<file path="src/core/dsr_pkg.sv">
// Purpose: shared constants and types for the slew, reset and alert block
// Assumes: 50 MHz clock, 16-bit register data on a 32-bit Avalon-MM word
// Notes:   all offsets are byte addresses of aligned words
package dsr_pkg;

  // ----------------------------------------------------------------------
  // register map
  // ----------------------------------------------------------------------
  localparam logic [5:0] OFS_TARGET_CODE  = 6'h00;
  localparam logic [5:0] OFS_OUT_CFG      = 6'h04;
  localparam logic [5:0] OFS_ACTIVE_CODE  = 6'h08;
  localparam logic [5:0] OFS_CMD_KEY      = 6'h0c;
  localparam logic [5:0] OFS_ALERT_STATUS = 6'h10;
  localparam logic [5:0] OFS_SUPPLY_STAT  = 6'h14;
  localparam logic [5:0] OFS_MODEM_FAULT  = 6'h18;
  localparam logic [5:0] OFS_LIVE_STATUS  = 6'h1c;
  localparam logic [5:0] OFS_ALERT_MASK   = 6'h20;
  localparam logic [5:0] OFS_OVERHEAT_RST = 6'h24;

  // ----------------------------------------------------------------------
  // field positions and reset values
  // ----------------------------------------------------------------------
  // output config: [0] linear slew enable, [2:1] step, [4:3] rate, [5] modem
  localparam int CFG_LIN_EN_BIT  = 0;
  localparam int CFG_STEP_LSB    = 1;
  localparam int CFG_RATE_LSB    = 3;
  localparam int CFG_MODEM_BIT   = 5;
  localparam int OVERHEAT_EN_BIT = 0;
  // alert status: [5:0] supplies, [6] hot, [7] reset done, [8] supply sum,
  // [9] modem sum
  localparam int AL_HOT_BIT      = 6;
  localparam int AL_RST_BIT      = 7;
  localparam int AL_SUP_SUM_BIT  = 8;
  localparam int AL_MDM_SUM_BIT  = 9;
  localparam int SUP_CALERR_BIT  = 0;
  localparam int NUM_SUPPLIES    = 6;
  localparam logic [15:0] RST_OUT_CFG    = 16'h0000;
  localparam logic [15:0] RST_ALERT_MASK = 16'h0000;
  localparam logic [15:0] RST_CODE       = 16'h0000;
  localparam logic [15:0] KEY_ONE        = 16'h15fa;
  localparam logic [15:0] KEY_TWO        = 16'haf51;
  localparam logic [15:0] CLEAR_ALL      = 16'hffff;

  // ----------------------------------------------------------------------
  // timing
  // ----------------------------------------------------------------------
  localparam int CLK_HZ        = 50_000_000;
  localparam int RATE0_HZ      = 4_000;
  localparam int RATE1_HZ      = 64_000;
  localparam int RATE2_HZ      = 150_000;
  localparam int RATE3_HZ      = 240_000;
  localparam int RESET_TIME_US = 100;
  localparam int RESET_CYC     = CLK_HZ / 1_000_000 * RESET_TIME_US;
  localparam int CODE_W        = 14;
  // step sizes in codes for 0.8, 1.5, 6.1, 22.2 percent of 16384
  localparam logic [13:0] STEP0 = 14'h0083;
  localparam logic [13:0] STEP1 = 14'h00f6;
  localparam logic [13:0] STEP2 = 14'h03e7;
  localparam logic [13:0] STEP3 = 14'h0e35;
  // modem-friendly profile: smallest step at the selected rate
  localparam logic [13:0] STEP_MODEM = 14'h0083;

  typedef enum logic [1:0] {DSR_RUN, DSR_RESET, DSR_KEY1} dsr_mode_t;

  typedef struct packed {
    logic        reload;
    dsr_mode_t   mode;
    logic [31:0] rst_cnt;
    logic [17:0] tick_cnt;
    logic [13:0] target;
    logic [13:0] active;
    logic [5:0]  out_cfg;
    logic        overheat_en;
    logic [15:0] alert;
    logic [15:0] supply;
    logic [15:0] modem;
    logic [15:0] mask;
    logic        early_access;
    logic [2:0]  hot_s;
    logic [2:0]  ohr_s;
    logic [17:0] sup_s;
    logic [8:0]  mdm_s;
    logic [15:0] rdata;
    logic        wait_n;
    logic        alert_n;
    logic        hiz;
  } dsr_state_t;

endpackage

</file>
<file path="src/core/dsr_ctrl.sv">
// Purpose: dac slew engine, reset sequencer and alert flags behind Avalon-MM
// Assumes: 50 MHz clock, fault inputs are asynchronous levels from outside
// Notes:   reads and writes complete one cycle after they are presented
//
// Summary of operation
// - slew off: written target goes straight to the converter code.
// - slew on: active code steps toward target once per rate tick.
// - step field picks 0.8, 1.5, 6.1 or 22.2 percent of full scale.
// - rate field picks 4, 64, 150 or 240 kHz update ticks.
// - active-code register reads back the code applied now.
// - slew switched off mid-ramp freezes the active code.
// - separate config bit selects gentle modem-friendly slew profile.
// - any reset restores defaults, reloads calibration, channel high-z.
// - reset pin pulsed low gives a full reset.
// - key 0x15fa then 0xaf51 to command-key register resets device.
// - end of reset cycle sets reset-done flag in alert status.
// - bus access during reset sets calibration error in supply status.
// - any unmasked alert drives the active-low alert output.
// - alert status bits are sticky after the condition goes.
// - write one clears a bit; 0xffff clears all.
// - sub-status flags must clear before their summary bits can.
// - live status shows conditions unlatched.
// - mask register gates each condition off the alert pin.
// - six supply monitors set their alert status bits when low.
// - hot die sets the high-temperature alert flag.
// - overheat reset enable makes reset temperature cause full reset.
// - converter code is 14 bits wide.
// - active code mirrors the applied code whatever its source.
//
// Decided for this implementation: register access over Avalon-MM and the register offsets.
`timescale 1ns/10ps
`default_nettype none

module dsr_ctrl
(
  input  wire logic        clk_i,           // 50 mhz clock
  input  wire logic        reset_n_i,       // async reset pin, active low
  input  wire logic [5:0]  avs_address_i,   // byte address
  input  wire logic        avs_read_i,      // read request
  input  wire logic        avs_write_i,     // write request
  input  wire logic [31:0] avs_writedata_i, // write data
  output logic      [31:0] avs_readdata_o,  // read data
  output logic             avs_waitrequest_o, // stall until answer
  input  wire logic [5:0]  supply_low_i,    // supply monitors, async
  input  wire logic        temp_alert_i,    // die at alert temperature
  input  wire logic        temp_reset_i,    // die at reset temperature
  input  wire logic [2:0]  modem_fault_i,   // modem fault events, async
  output logic      [13:0] dac_code_o,      // code to converter
  output logic             chan_hiz_o,      // channel in high impedance
  output logic             cal_reload_o,    // calibration reload active
  output logic             alert_n_o        // alert pin, active low
);
  import dsr_pkg::*;

  // ----------------------------------------------------------------------
  // helpers
  // ----------------------------------------------------------------------
  // cycles per update tick, rounded down so the rate is never slower
  function automatic logic [17:0] rate_cycles(input logic [1:0] sel);
    case (sel)
      2'd0:    rate_cycles = 18'(CLK_HZ / RATE0_HZ);
      2'd1:    rate_cycles = 18'(CLK_HZ / RATE1_HZ);
      2'd2:    rate_cycles = 18'(CLK_HZ / RATE2_HZ);
      default: rate_cycles = 18'(CLK_HZ / RATE3_HZ);
    endcase
  endfunction

  function automatic logic [13:0] step_codes(input logic [1:0] sel);
    case (sel)
      2'd0:    step_codes = STEP0;
      2'd1:    step_codes = STEP1;
      2'd2:    step_codes = STEP2;
      default: step_codes = STEP3;
    endcase
  endfunction

  // ----------------------------------------------------------------------
  // reset release
  // ----------------------------------------------------------------------
  logic [1:0] rst_sync;
  logic       rst_n;

  // pin reset is asserted at once but released only on a clock edge
  always_ff @(posedge clk_i or negedge reset_n_i)
  begin
    if (!reset_n_i)
      rst_sync <= 2'b00;
    else
      rst_sync <= {rst_sync[0], 1'b1};
  end
  assign rst_n = rst_sync[1];

  // ----------------------------------------------------------------------
  // state
  // ----------------------------------------------------------------------
  dsr_state_t q;
  dsr_state_t next_q;
  logic       hot;
  logic       ohr;
  logic [5:0] sup;
  logic [2:0] mdm;
  logic       acc;
  logic       wr;
  logic [15:0] wd;
  logic [15:0] live;
  logic [13:0] step;
  logic [13:0] diff;
  logic        do_reset;

  // synchronised fault levels: a set counts once stages two and three agree, a clear as soon as stage two drops
  assign hot  = q.hot_s[1] & q.hot_s[2];
  assign ohr  = q.ohr_s[1] & q.ohr_s[2];
  assign sup  = q.sup_s[11:6] & q.sup_s[17:12];
  assign mdm  = q.mdm_s[5:3] & q.mdm_s[8:6];
  assign acc  = (avs_read_i | avs_write_i) & ~q.wait_n;
  assign wr   = avs_write_i & ~q.wait_n;
  assign wd   = avs_writedata_i[15:0];
  assign live = {9'h000, hot, sup} & 16'h007f;

  always_comb
  begin
    next_q   = q;
    step     = q.out_cfg[CFG_MODEM_BIT] ? STEP_MODEM
             : step_codes(q.out_cfg[CFG_STEP_LSB +: 2]);
    diff     = (q.target > q.active) ? q.target - q.active
                                     : q.active - q.target;
    do_reset = 1'b0;

    // three-stage capture of outside levels
    next_q.hot_s = {q.hot_s[1:0], temp_alert_i};
    next_q.ohr_s = {q.ohr_s[1:0], temp_reset_i};
    next_q.sup_s = {q.sup_s[11:0], supply_low_i};
    next_q.mdm_s = {q.mdm_s[5:0], modem_fault_i};

    // bus answers one cycle after a request, then raises wait again
    next_q.wait_n = acc;
    next_q.rdata  = 16'h0000;

    case (q.mode)
      DSR_RESET:
      begin
        next_q.hiz = 1'b1;
        if (acc)
          next_q.early_access = 1'b1;
        if (q.rst_cnt == 32'(RESET_CYC - 1))
        begin
          next_q.mode = DSR_RUN;
          next_q.alert[AL_RST_BIT] = 1'b1;
          if (q.early_access | acc)
          begin
            next_q.supply[SUP_CALERR_BIT] = 1'b1;
            next_q.alert[AL_SUP_SUM_BIT] = 1'b1;
          end
        end
        else
          next_q.rst_cnt = q.rst_cnt + 32'd1;
      end
      DSR_RUN, DSR_KEY1:
      begin
        // slew engine
        if (!q.out_cfg[CFG_LIN_EN_BIT] && !q.out_cfg[CFG_MODEM_BIT])
          next_q.tick_cnt = 18'd0;
        else if (q.active != q.target)
        begin
          if (q.tick_cnt >= rate_cycles(q.out_cfg[CFG_RATE_LSB +: 2]) -
              18'd1)
          begin
            next_q.tick_cnt = 18'd0;
            if (diff <= step)
              next_q.active = q.target;
            else if (q.target > q.active)
              next_q.active = q.active + step;
            else
              next_q.active = q.active - step;
          end
          else
            next_q.tick_cnt = q.tick_cnt + 18'd1;
        end

        // register reads
        if (avs_read_i && !q.wait_n)
        begin
          case (avs_address_i)
            OFS_TARGET_CODE:  next_q.rdata = {2'b00, q.target};
            OFS_OUT_CFG:      next_q.rdata = {10'h000, q.out_cfg};
            OFS_ACTIVE_CODE:  next_q.rdata = {2'b00, q.active};
            OFS_ALERT_STATUS: next_q.rdata = q.alert;
            OFS_SUPPLY_STAT:  next_q.rdata = q.supply;
            OFS_MODEM_FAULT:  next_q.rdata = q.modem;
            OFS_LIVE_STATUS:  next_q.rdata = live;
            OFS_ALERT_MASK:   next_q.rdata = q.mask;
            OFS_OVERHEAT_RST: next_q.rdata = {15'h0000, q.overheat_en};
            default:          next_q.rdata = 16'h0000;
          endcase
        end

        // write-one-to-clear of sub-status flags
        if (wr && avs_address_i == OFS_SUPPLY_STAT)
          next_q.supply = q.supply & ~wd;
        if (wr && avs_address_i == OFS_MODEM_FAULT)
          next_q.modem = q.modem & ~wd;

        // register writes
        if (wr)
        begin
          case (avs_address_i)
            OFS_TARGET_CODE:
            begin
              next_q.target = wd[CODE_W-1:0];
              if (!q.out_cfg[CFG_LIN_EN_BIT] && !q.out_cfg[CFG_MODEM_BIT])
                next_q.active = wd[CODE_W-1:0];
            end
            OFS_OUT_CFG:      next_q.out_cfg = wd[5:0];
            OFS_ALERT_MASK:   next_q.mask = wd;
            OFS_OVERHEAT_RST: next_q.overheat_en = wd[OVERHEAT_EN_BIT];
            OFS_ALERT_STATUS:
            begin
              // summary bits only clear once their source is empty
              next_q.alert = q.alert & ~wd;
              if (q.supply != 16'h0000)
                next_q.alert[AL_SUP_SUM_BIT] = q.alert[AL_SUP_SUM_BIT];
              if (q.modem != 16'h0000)
                next_q.alert[AL_MDM_SUM_BIT] = q.alert[AL_MDM_SUM_BIT];
            end
            OFS_CMD_KEY:
            begin
              if (q.mode == DSR_KEY1 && wd == KEY_TWO)
                do_reset = 1'b1;
              next_q.mode = (wd == KEY_ONE) ? DSR_KEY1 : DSR_RUN;
            end
            default: ;
          endcase
        end

        if (q.overheat_en && ohr)
          do_reset = 1'b1;
      end
      default: next_q.mode = DSR_RESET;
    endcase

    // sticky sets win over a clear in the same cycle
    next_q.alert[NUM_SUPPLIES-1:0] = next_q.alert[NUM_SUPPLIES-1:0] |
                                     sup;
    if (hot)
      next_q.alert[AL_HOT_BIT] = 1'b1;
    // modem faults latch only after they pass the synchroniser
    next_q.modem[2:0] = next_q.modem[2:0] | mdm;
    if (|mdm)
      next_q.alert[AL_MDM_SUM_BIT] = 1'b1;

    if (q.mode != DSR_RESET)
      next_q.hiz = 1'b0;

    // a software or thermal reset restarts the full reset cycle
    if (do_reset)
    begin
      next_q = '0;
      next_q.mode   = DSR_RESET;
      next_q.hiz    = 1'b1;
      next_q.mask   = RST_ALERT_MASK;
      next_q.out_cfg = RST_OUT_CFG[5:0];
      next_q.hot_s  = q.hot_s;
      next_q.ohr_s  = q.ohr_s;
      next_q.sup_s  = q.sup_s;
      next_q.mdm_s  = q.mdm_s;
      next_q.wait_n = acc;
    end

    // registered so the reload output comes straight from a flop
    next_q.reload  = (next_q.mode == DSR_RESET);
    next_q.alert_n = ~|(next_q.alert & ~next_q.mask);
  end

  // ----------------------------------------------------------------------
  // registers
  // ----------------------------------------------------------------------
  always_ff @(posedge clk_i or negedge rst_n)
  begin
    if (!rst_n)
    begin
      q         <= '0;
      q.mode    <= DSR_RESET;
      q.hiz     <= 1'b1;
      q.alert_n <= 1'b1;
      q.reload  <= 1'b1;
    end
    else
      q <= next_q;
  end

  // ----------------------------------------------------------------------
  // outputs
  // ----------------------------------------------------------------------
  assign avs_readdata_o    = {16'h0000, q.rdata};
  assign avs_waitrequest_o = ~q.wait_n;
  assign dac_code_o        = q.active;
  assign chan_hiz_o        = q.hiz;
  assign cal_reload_o      = q.reload;
  assign alert_n_o         = q.alert_n;

endmodule

`default_nettype wire

</file>
<file path="config.mk">
export PLATFORM = sky130hd
export DESIGN_NAME = dsr_ctrl
export DESIGN_NICKNAME = d
export VERILOG_FILES = /design/src/core/dsr_pkg.sv /design/src/core/dsr_ctrl.sv
export SDC_FILE = /design/constraint.sdc
export NUM_CORES = 1
export LEC_CHECK = 0
export ABC_AREA = 0
export BUFFER_PORTS_ARGS = -buffer_cell sky130_fd_sc_hd__buf_2
export CORE_AREA = 3 3 199 123
export CTS_CLUSTER_SIZE = 12
export DETAILED_ROUTE_END_ITERATION = 16
export DIE_AREA = 0 0 202 126
export HOLD_SLACK_MARGIN = 0.05
export PLACE_DENSITY = 0.79
export SKIP_LAST_GASP = 1
export SLEW_MARGIN = 5
export SYNTH_ARGS = -nofsm -noshare
export SYNTH_HDL_FRONTEND = slang
export SYNTH_SLANG_ARGS = --single-unit
</file>
<file path="constraint.sdc">
create_clock -name clk_i -period 11.3 [get_ports clk_i]
set_input_delay 1.13 -clock clk_i [delete_from_list [all_inputs] [get_ports clk_i]]
set_output_delay 1.13 -clock clk_i [all_outputs]
set_load 0.05 [all_outputs]
</file>
# After elaboration in Yosys (flattened, before gate mapping)
# Cells that the tools add are included.
# word_totals
ramBits,0
romBits,0
out_inout_bits,50
ff_bits,207
latch_bits,0
wordCells,174
memories,0
# classes
div,0
n_lt_le_gt_ge,3
mux,58
n_eq_ne,25
reduce_logical,40
addsub,7
n_mul,0
bitwise_logic,17
shifts,0
# ops
op,count
204-bit two-way mux,1
16-bit one-hot mux with 9 select lines,1
14-bit two-way mux,8
16-bit two-way mux,7
18-bit two-way mux,6
32-bit two-way mux,3
16-bit AND,4
60-bit two-way mux,1
51-bit two-way mux,1
14-bit one-hot mux with 3 select lines,1
14-bit subtractor,3
12-bit one-hot mux with 3 select lines,1
"32-bit by 1-bit adder with 32-bit output, second input constant",1
"32-bit by 13-bit equality test with 1-bit output, second input constant",1
16-bit inverter,2
16-bit nonzero test,2
28-bit two-way mux,1
"6-bit by 5-bit equality test with 1-bit output, second input constant",4
22-bit two-way mux,1
"18-bit by 1-bit adder with 18-bit output, second input constant",1
18-bit >= comparator,1
2-bit nonzero test,9
"18-bit by 1-bit subtractor with 18-bit output, second input constant",1
1-bit two-way mux,17
other kinds (36),72

# Logic depth before layout (Yosys ltp)
# Gate-level depths: netlist (run 1).
# logic_depth
depth_word,20
depth_mapped,28

# Least setup slack after synthesis (run 1)
# OpenSTA, ideal clock, no wires.
# synth_path
path_kind,register -> register
startpoint,"register q, in the netlist dac_code_o[1]"
endpoint,"register q, in the netlist dac_code_o[12]"
slack_ps,6139
t_required_ps,11174
n_path_buf,2
path_stages_with_launch,25
arrival_ps,5035
setup_time_ps,126
path_cell_list,dfrtp_1 inv_1 fa_1 a21o_1 a221oi_2 o22ai_1 o21a_1 buf_2 o311ai_0 o211ai_1 o2bb2ai_1 a221oi_1 xnor2_1 ha_1 a21o_1 a21o_1 a21o_1 a21o_1 a21o_1 nor2_1 o311a_1 o211a_1 buf_6 nor2_2 a221o_1
# synth_via
elab_chain_cells,12
# synth_rtl
item,line_no,source
start: declaration,dsr_ctrl.sv:96,dsr_state_t q;
start signal: assignment,dsr_ctrl.sv:288,q <= next_q;
14-bit subtractor (tied with other cells),dsr_ctrl.sv:126,: q.active - q.target;
14-bit two-way mux,dsr_ctrl.sv:125,diff = (q.target > q.active) ? q.target - q.active
14-bit <= comparator,dsr_ctrl.sv:169,if (diff <= step)
14-bit two-way mux,dsr_ctrl.sv:169,
14-bit two-way mux,dsr_ctrl.sv:165,if (q.tick_cnt >= rate_cycles(q.out_cfg[CFG_RATE_LSB +: 2]) -
14-bit two-way mux (*),dsr_ctrl.sv:163,else if (q.active != q.target)
14-bit two-way mux (*),dsr_ctrl.sv:161,if (!q.out_cfg[CFG_LIN_EN_BIT] && !q.out_cfg[CFG_MODEM_BIT])
14-bit two-way mux,dsr_ctrl.sv:210,if (!q.out_cfg[CFG_LIN_EN_BIT] && !q.out_cfg[CFG_MODEM_BIT])
28-bit two-way mux,dsr_ctrl.sv:206,case (avs_address_i)
51-bit two-way mux (*),dsr_ctrl.sv:204,if (wr)
60-bit two-way mux (*),dsr_ctrl.sv:139,case (q.mode)
204-bit two-way mux (*),dsr_ctrl.sv:255,if (do_reset)
# Every way passes the cells marked *; elsewhere a longest branch is shown, timed or not. The select of a mux whose other input is x is not followed.
# A chain may end at the register's enable or synchronous reset.

# Worst setup path after layout (run 1)
# Ends and elaborated chain as after synthesis.

==> results.tsv, run 1 <==
metric	value	unit
status	completed	
dp.cells	1708	
start_kind	flop	
fin_cells	1746	
cts_tree	built	
gp_congestion	0.981	
core	22900	sq um
synthArstFlopShare	100	%
worstPathCellList	inv_1 > fa_1 > a21o_1 > a221oi_2 > o22ai_1 > o21a_1 > buf_4 > mux2i_1 > o221ai_1 > a221oi_2 > o221ai_1 > a221oi_2 > xnor2_1 > ha_1 > a21o_1 > a21o_1 > a21o_1 > a21o_1 > nor2_1 > o311a_1 > o211a_1 > nor2_2 > a221o_1	
grt_antenna_before_repair	0	
topRoutingLayerUsed	met4	
area_growth	7.14	%
grt_pass1_wl	56100	um
netlist_instances	1411	
hpwl	25800	um
row_count	43	
die_w	202	um
n_antenna_cell	0	
rsz0062_at_grt	false	
maxCapViolations	0	
pwr_density_cell	195	nW/um^2
ys_warn_count	0	
post_cts_buffers	0	
dominantRegCellSynth	dfrtp_1	
clk_path_buf_depth	3	
power.share.clock	25.5	%
die_area	25500	sq um
cp-end-kind	flop	
cp_slowest_stage_delay	550	ps
slew_headroom	23.4	%
cp_top_family	compound AO/OA/AOI/OAI gates	
synth_edf_count	0	
htreeDepth	1	
ir_drop	0.000113	V
first_global_vias	9972	
finalNetCount	1546	
p_comb_share	37.8	%
internal-power	0.00160	W
numCtsBuffers	21	
wl_met2	14000	um
drc	0	
drt_iter0_drc	1482	
routedWlPerCell	20.4	um
hold_viol	0	
finalSetupTns	0	ps
vias	10800	
fmax	0.155	GHz
arrival	6830	ps
multiInputGateArea	6580	sq um
insertion_delay	510	ps
n_fill_cell	2017	
min_period_over_period	56.9	%
drive_gt1_share	9.15	%
viasPerCell	6.18	
fin_skew	12.1	ps
cts_resized	0	
p_total	0.00261	W
finalWirelength	35600	um
critPathBufInv	2	
crit_fanout	29	
synth_seq_cells	207	
pwr-share-seq	36.7	%
start_util	54.8	%
hold_class	reg -> reg	
swShare	38.7	%
setup_viol	0	
grt_max_degree	79	
min_period	6430	ps
leakagePower	6.32	nW
clock-root-buffer	clkbuf_16	
ant_nets	0	
synth-seq-area-share	41.3	%
portBuffers	70	
cts_sinks	207	
path_class	reg -> reg	
seq_area	5190	sq um
crit_path_frequent_cell	a21o_1	
cp.required	11690	ps
slew_viol_final	0	
first_pass_iters	8	
wl_met1	16400	um
worst_pin_slew	1140	ps
overflow	0	
dieHeight	126	um
syn_avg_cell_area	8.89	sq um
met3RoutedLength	4770	um
postCtsHoldBufs	0	
clkSlewWorstSetupHoldPaths	60	ps
p_sw	0.00101	W
synth_cell_types	73	
io_pins	103	
grt.total_usage	27.6	%
syn_area	12500	sq um
crit_path_top_delay_cell	dfrtp_1	
[cells in the final DEF (no fill, tap or decap), drive strengths merged, types with 30 or more instances in the layout]
| master | n |
|---|---|
| ha | 74 |
| clkbuf | 35 |
| and3 | 35 |
| nor2 | 123 |
| buf | 81 |
| a21oi | 69 |
| xor2 | 35 |
| nand2 | 240 |
| inv | 59 |
| nand3 | 30 |
| dfrtp | 203 |
| o21ai | 65 |
[layout make-up]
| cell class | count | area share [%] |
|---|---|---|
| clock buffer | 35 | 4.30 |
| clock inverter | 3 | 0.326 |
| inverter | 58 | 1.62 |
| multi-input combinational | 1047 | 49.0 |
| sequential | 207 | 38.6 |
| tap | 315 | 2.93 |
| timing repair buffer | 81 | 3.22 |
[cells in the mapped netlist, types with 10 or more instances]
master      n  area, sq um
nor4_1     11         68.8
or3_1      10         62.6
nand4_1    21          131
a32oi_1    11         96.3
o22ai_1    10         62.6
and3_1     35          219
nor2b_1    12         75.1
a21o_1     26          195
mux2i_1    27          270
dfrtp_1   203         5080
o21ai_0    63          315
a22o_1     23          201
nor3_1     14         70.1
and2_1     10         62.6
clkbuf_1   51          191
a21oi_1    69          345
xor2_1     35          307
a31oi_1    19          119
xnor2_1    27          236
nor2_1    121          454
nand2b_1   14         87.6
nand3_1    28          140
buf_4      47          353
ha_1       74          926
a221oi_1   13          114
a221o_1    10          100
a22oi_1    21          158
inv_1      58          218
nand2_1   240          901
[power groups by stage]
stage | clock network, W | logic (W) | registers, W
floorplan | 0 | 0.000754 | 0.000949
global placement | 0 | 0.000931 | 0.000962
detailed placement | 0 | 0.000954 | 0.000968
CTS | 0.000673 | 0.000963 | 0.000957
global route | 0.000701 | 0.00109 | 0.000975
finish | 0.000666 | 0.000988 | 0.000960
[worst paths after layout]
kind / from / endpoint / slack [ps] / depth (start not counted)
setup / recovery: dac_code_o[1]$_DFFE_PN0P_ / dac_code_o[12]$_DFFE_PN0P_ / 4870 / 23
min in group asynchronous: reset_n_i / rst_sync[1]$_DFF_PN0_ / 380 / 1
setup reg to reg: dac_code_o[1]$_DFFE_PN0P_ / dac_code_o[12]$_DFFE_PN0P_ / 4870 / 23
hold / removal: rst_sync[0]$_DFF_PN0_ / rst_sync[1]$_DFF_PN0_ / 350 / 0
hold reg to reg: rst_sync[0]$_DFF_PN0_ / rst_sync[1]$_DFF_PN0_ / 350 / 0
max in group asynchronous: rst_sync[1]$_DFF_PN0_ / avs_readdata_o[11]$_DFF_PN0_ / 8590 / 2
[logic make-up (layout without fill, tap and decap cells)]
| kind of cell | Yosys count | count (layout) | synth area share [%] |
|---|---|---|---|
| DFF | 207 | 207 | 41.3 |
| xor gates and xnor gates | 62 | 62 | 4.33 |
| other | 2 | 18 | 0.0599 |
| muxes | 28 | 28 | 2.25 |
| buffers and inverters | 173 | 177 | 6.83 |
| adders and majority gates | 77 | 77 | 7.86 |
| and+or+nand+nor | 557 | 557 | 20.9 |
| AOI/OAI and AO/OA | 305 | 305 | 16.5 |
[per-stage QoR]
stage / setup WS (ps) / hold WS [ps] / instance area (sq um) / util (%)
2_1_floorplan: 5110 / 331 / 12600 / -
3_3_place_gp: 5190 / 336 / 12800 / 56.0
3_5_place_dp: 5080 / 340 / 12800 / 56.0
4_1_cts: 5040 / 355 / 13400 / 58.7
5_1_grt: 4550 / 357 / 13400 / 58.8
6_report: 4870 / 353 / 13400 / 58.8
[flip-flops by register name, summed over array words and instances (netlist names)]
register,count
chan_hiz_o,1
q,172
avs_readdata_o,16
rst_sync,2
alert_n_o,1
dac_code_o,14
cal_reload_o,1
[metal layers]
metal  GRT usage (%)  vias up
met5               0        -
met4            4.34        0
li1                -     4896
met2            37.5      631
met3            9.30       48
met1            43.1     5207
Power figures use the tool's default switching activity.
==> run 2: changes to the inputs <==
- clock period: 11.3 -> 6.15 ns (I/O delays scaled with it)
==> run 2 against run 1 <==
Register-to-register slack lost 4600 ps; clock skew grew 6.2 ps; cell area grew 0.92%; global-route usage is essentially flat; critical path depth grew 2; power grew 85%; non-clock buffer count grew 12; routed wire length grew 0.12%; die area is the same; combinational power grew 89%; via count is essentially flat; sequential cell count is the same.
==> results.tsv, run 2 (synthesis gave the netlist of run 1 again) <==
metric	value	unit
fin_util	59.3	%
insertion_delay	510	ps
met3RoutedLength	4610	um
start_util	54.8	%
cp-end-kind	flop	
topRoutingLayerUsed	met5	
rsz0062_at_grt	false	
cts_tree	built	
worst_pin_slew	1170	ps
first_global_vias	10000	
hold_viol	0	
drt_iter0_drc	1513	
slew_headroom	21.8	%
wl_met1	16400	um
area_growth	8.13	%
finalNetCount	1558	
min_period	5850	ps
die_area	25500	sq um
setup_viol	0	
grt.total_usage	27.6	%
maxCapViolations	0	
wl_met2	13900	um
status	completed	
n_fill_cell	1993	
min_period_over_period	95.2	%
die_w	202	um
finalWirelength	35700	um
largest_register_ffs	172	
fmax	0.171	GHz
ant_nets	0	
p_total	0.00484	W
finalSetupTns	0	ps
grt_max_degree	171	
multiInputGateArea	6590	sq um
dieHeight	126	um
most-common-layout-cells	nand2_1 (240), dfrtp_1 (202), nor2_1 (120)	
clk_path_buf_depth	3	
numCtsBuffers	21	
path_class	reg -> reg	
crit_fanout	11	
overflow	0	
row_count	43	
viasPerCell	6.13	
hpwl	26100	um
seq_area	5190	sq um
clkSlewWorstSetupHoldPaths	70	ps
io_pins	103	
drc	0	
pwr_density_cell	357	nW/um^2
grt_antenna_before_repair	4	
drive_gt1_share	9.98	%
mostFrequentLayoutCell	nand2_1	
top_register	q	
routedWlPerCell	20.3	um
htreeDepth	1	
grt_pass1_wl	56100	um
fin_skew	18.2	ps
gp_congestion	0.973	
slew_viol_final	0	
hold_class	reg -> async	
arrival	6290	ps
leakagePower	6.39	nW
portBuffers	70	
ir_drop	0.000196	V
holdWs	292	ps
core	22900	sq um
start_kind	flop	
cp.required	6590	ps
clock-root-buffer	clkbuf_16	
first_pass_iters	7	
cts_sinks	207	
vias	10800	
==> run 2: cell count changes in the layout (fill, tap and decap cells not counted), sizes merged <==
cell         change
clkinv           -1
clkbuf           +2
bufinv           -1
buf             +11
diode            +1
dlygate4sd3      +1
==> run 2: stage by stage <==
step	setup WS, ps	std cells	cell area [sq um]
after floorplan	989	1427	12600
after global placement	409	1718	12900
after detailed placement	279	1718	12900
after CTS	224	1757	13500
after global routing	11.3	1759	13600
final	298	1759	13600
==> run 2: path summary, 6_finish.rpt <==
path	from	endpoint	slack (ps)	cells past startpoint
max	q[138]$_DFFE_PN0P_	dac_code_o[8]$_DFFE_PN0P_	300	25
min	rst_sync[1]$_DFF_PN0_	q[29]$_DFFE_PN0N_	290	0
max reg2reg	q[138]$_DFFE_PN0P_	dac_code_o[8]$_DFFE_PN0P_	300	25
min reg2reg	rst_sync[1]$_DFF_PN0_	q[29]$_DFFE_PN0N_	290	0
max in group asynchronous	rst_sync[1]$_DFF_PN0_	dac_code_o[11]$_DFFE_PN0P_	4580	1
min in group clk_i	supply_low_i[5]	q[33]$_DFFE_PN0N_	290	3
==> run 2: final cells by class <==
cell class	count	area share [%]
diodes	1	0.0185
inverters	58	1.61
repair buffers	93	3.97
flip-flops and latches	207	38.3
multi-input cells	1047	48.6
clock buffers	37	4.54
well taps	315	2.91
clock inverters	1	0.0646
==> run 2: report_power, final <==
group / total [W] / internal, W / switching (W)
Clock: 0.00122 / 0.000677 / 0.000539
Combinational: 0.00187 / 0.000751 / 0.00112
Sequential: 0.00176 / 0.00155 / 0.000214
Total: 0.00484 / 0.00297 / 0.00187
==> run 2: repair_timing <==
item                                    in CTS  in global routing
hold buffers                                 1                  0
hold endpoints to repair                     2                  0
resized for setup                            0                  3
buffers inserted                             0                  1
endpoints found under the setup margin       0                 13
==> run 2: critical path, cell delays in order (launching register included) <==
cell	delay, ps
dfrtp_1	440
inv_1	80
ha_1	150
inv_1	50
fa_1	380
a21o_1	220
a221oi_4	340
o22ai_2	190
o21a_2	320
mux2i_1	250
o221ai_1	200
a221oi_2	360
o221ai_1	210
a221oi_2	270
xnor2_1	160
ha_1	270
a21o_1	160
a21o_1	170
a21o_1	170
a21o_1	180
nor2_1	90
o311a_1	170
o211a_1	280
buf_4	200
and2_4	260
a221o_1	180
==> run 2: per-layer routing <==
metal	GRT usage (%)	up-vias
met5	2.07	-
met4	5.78	6
met3	8.16	70
met2	36.7	574
met1	43.9	5224
li1	-	4916
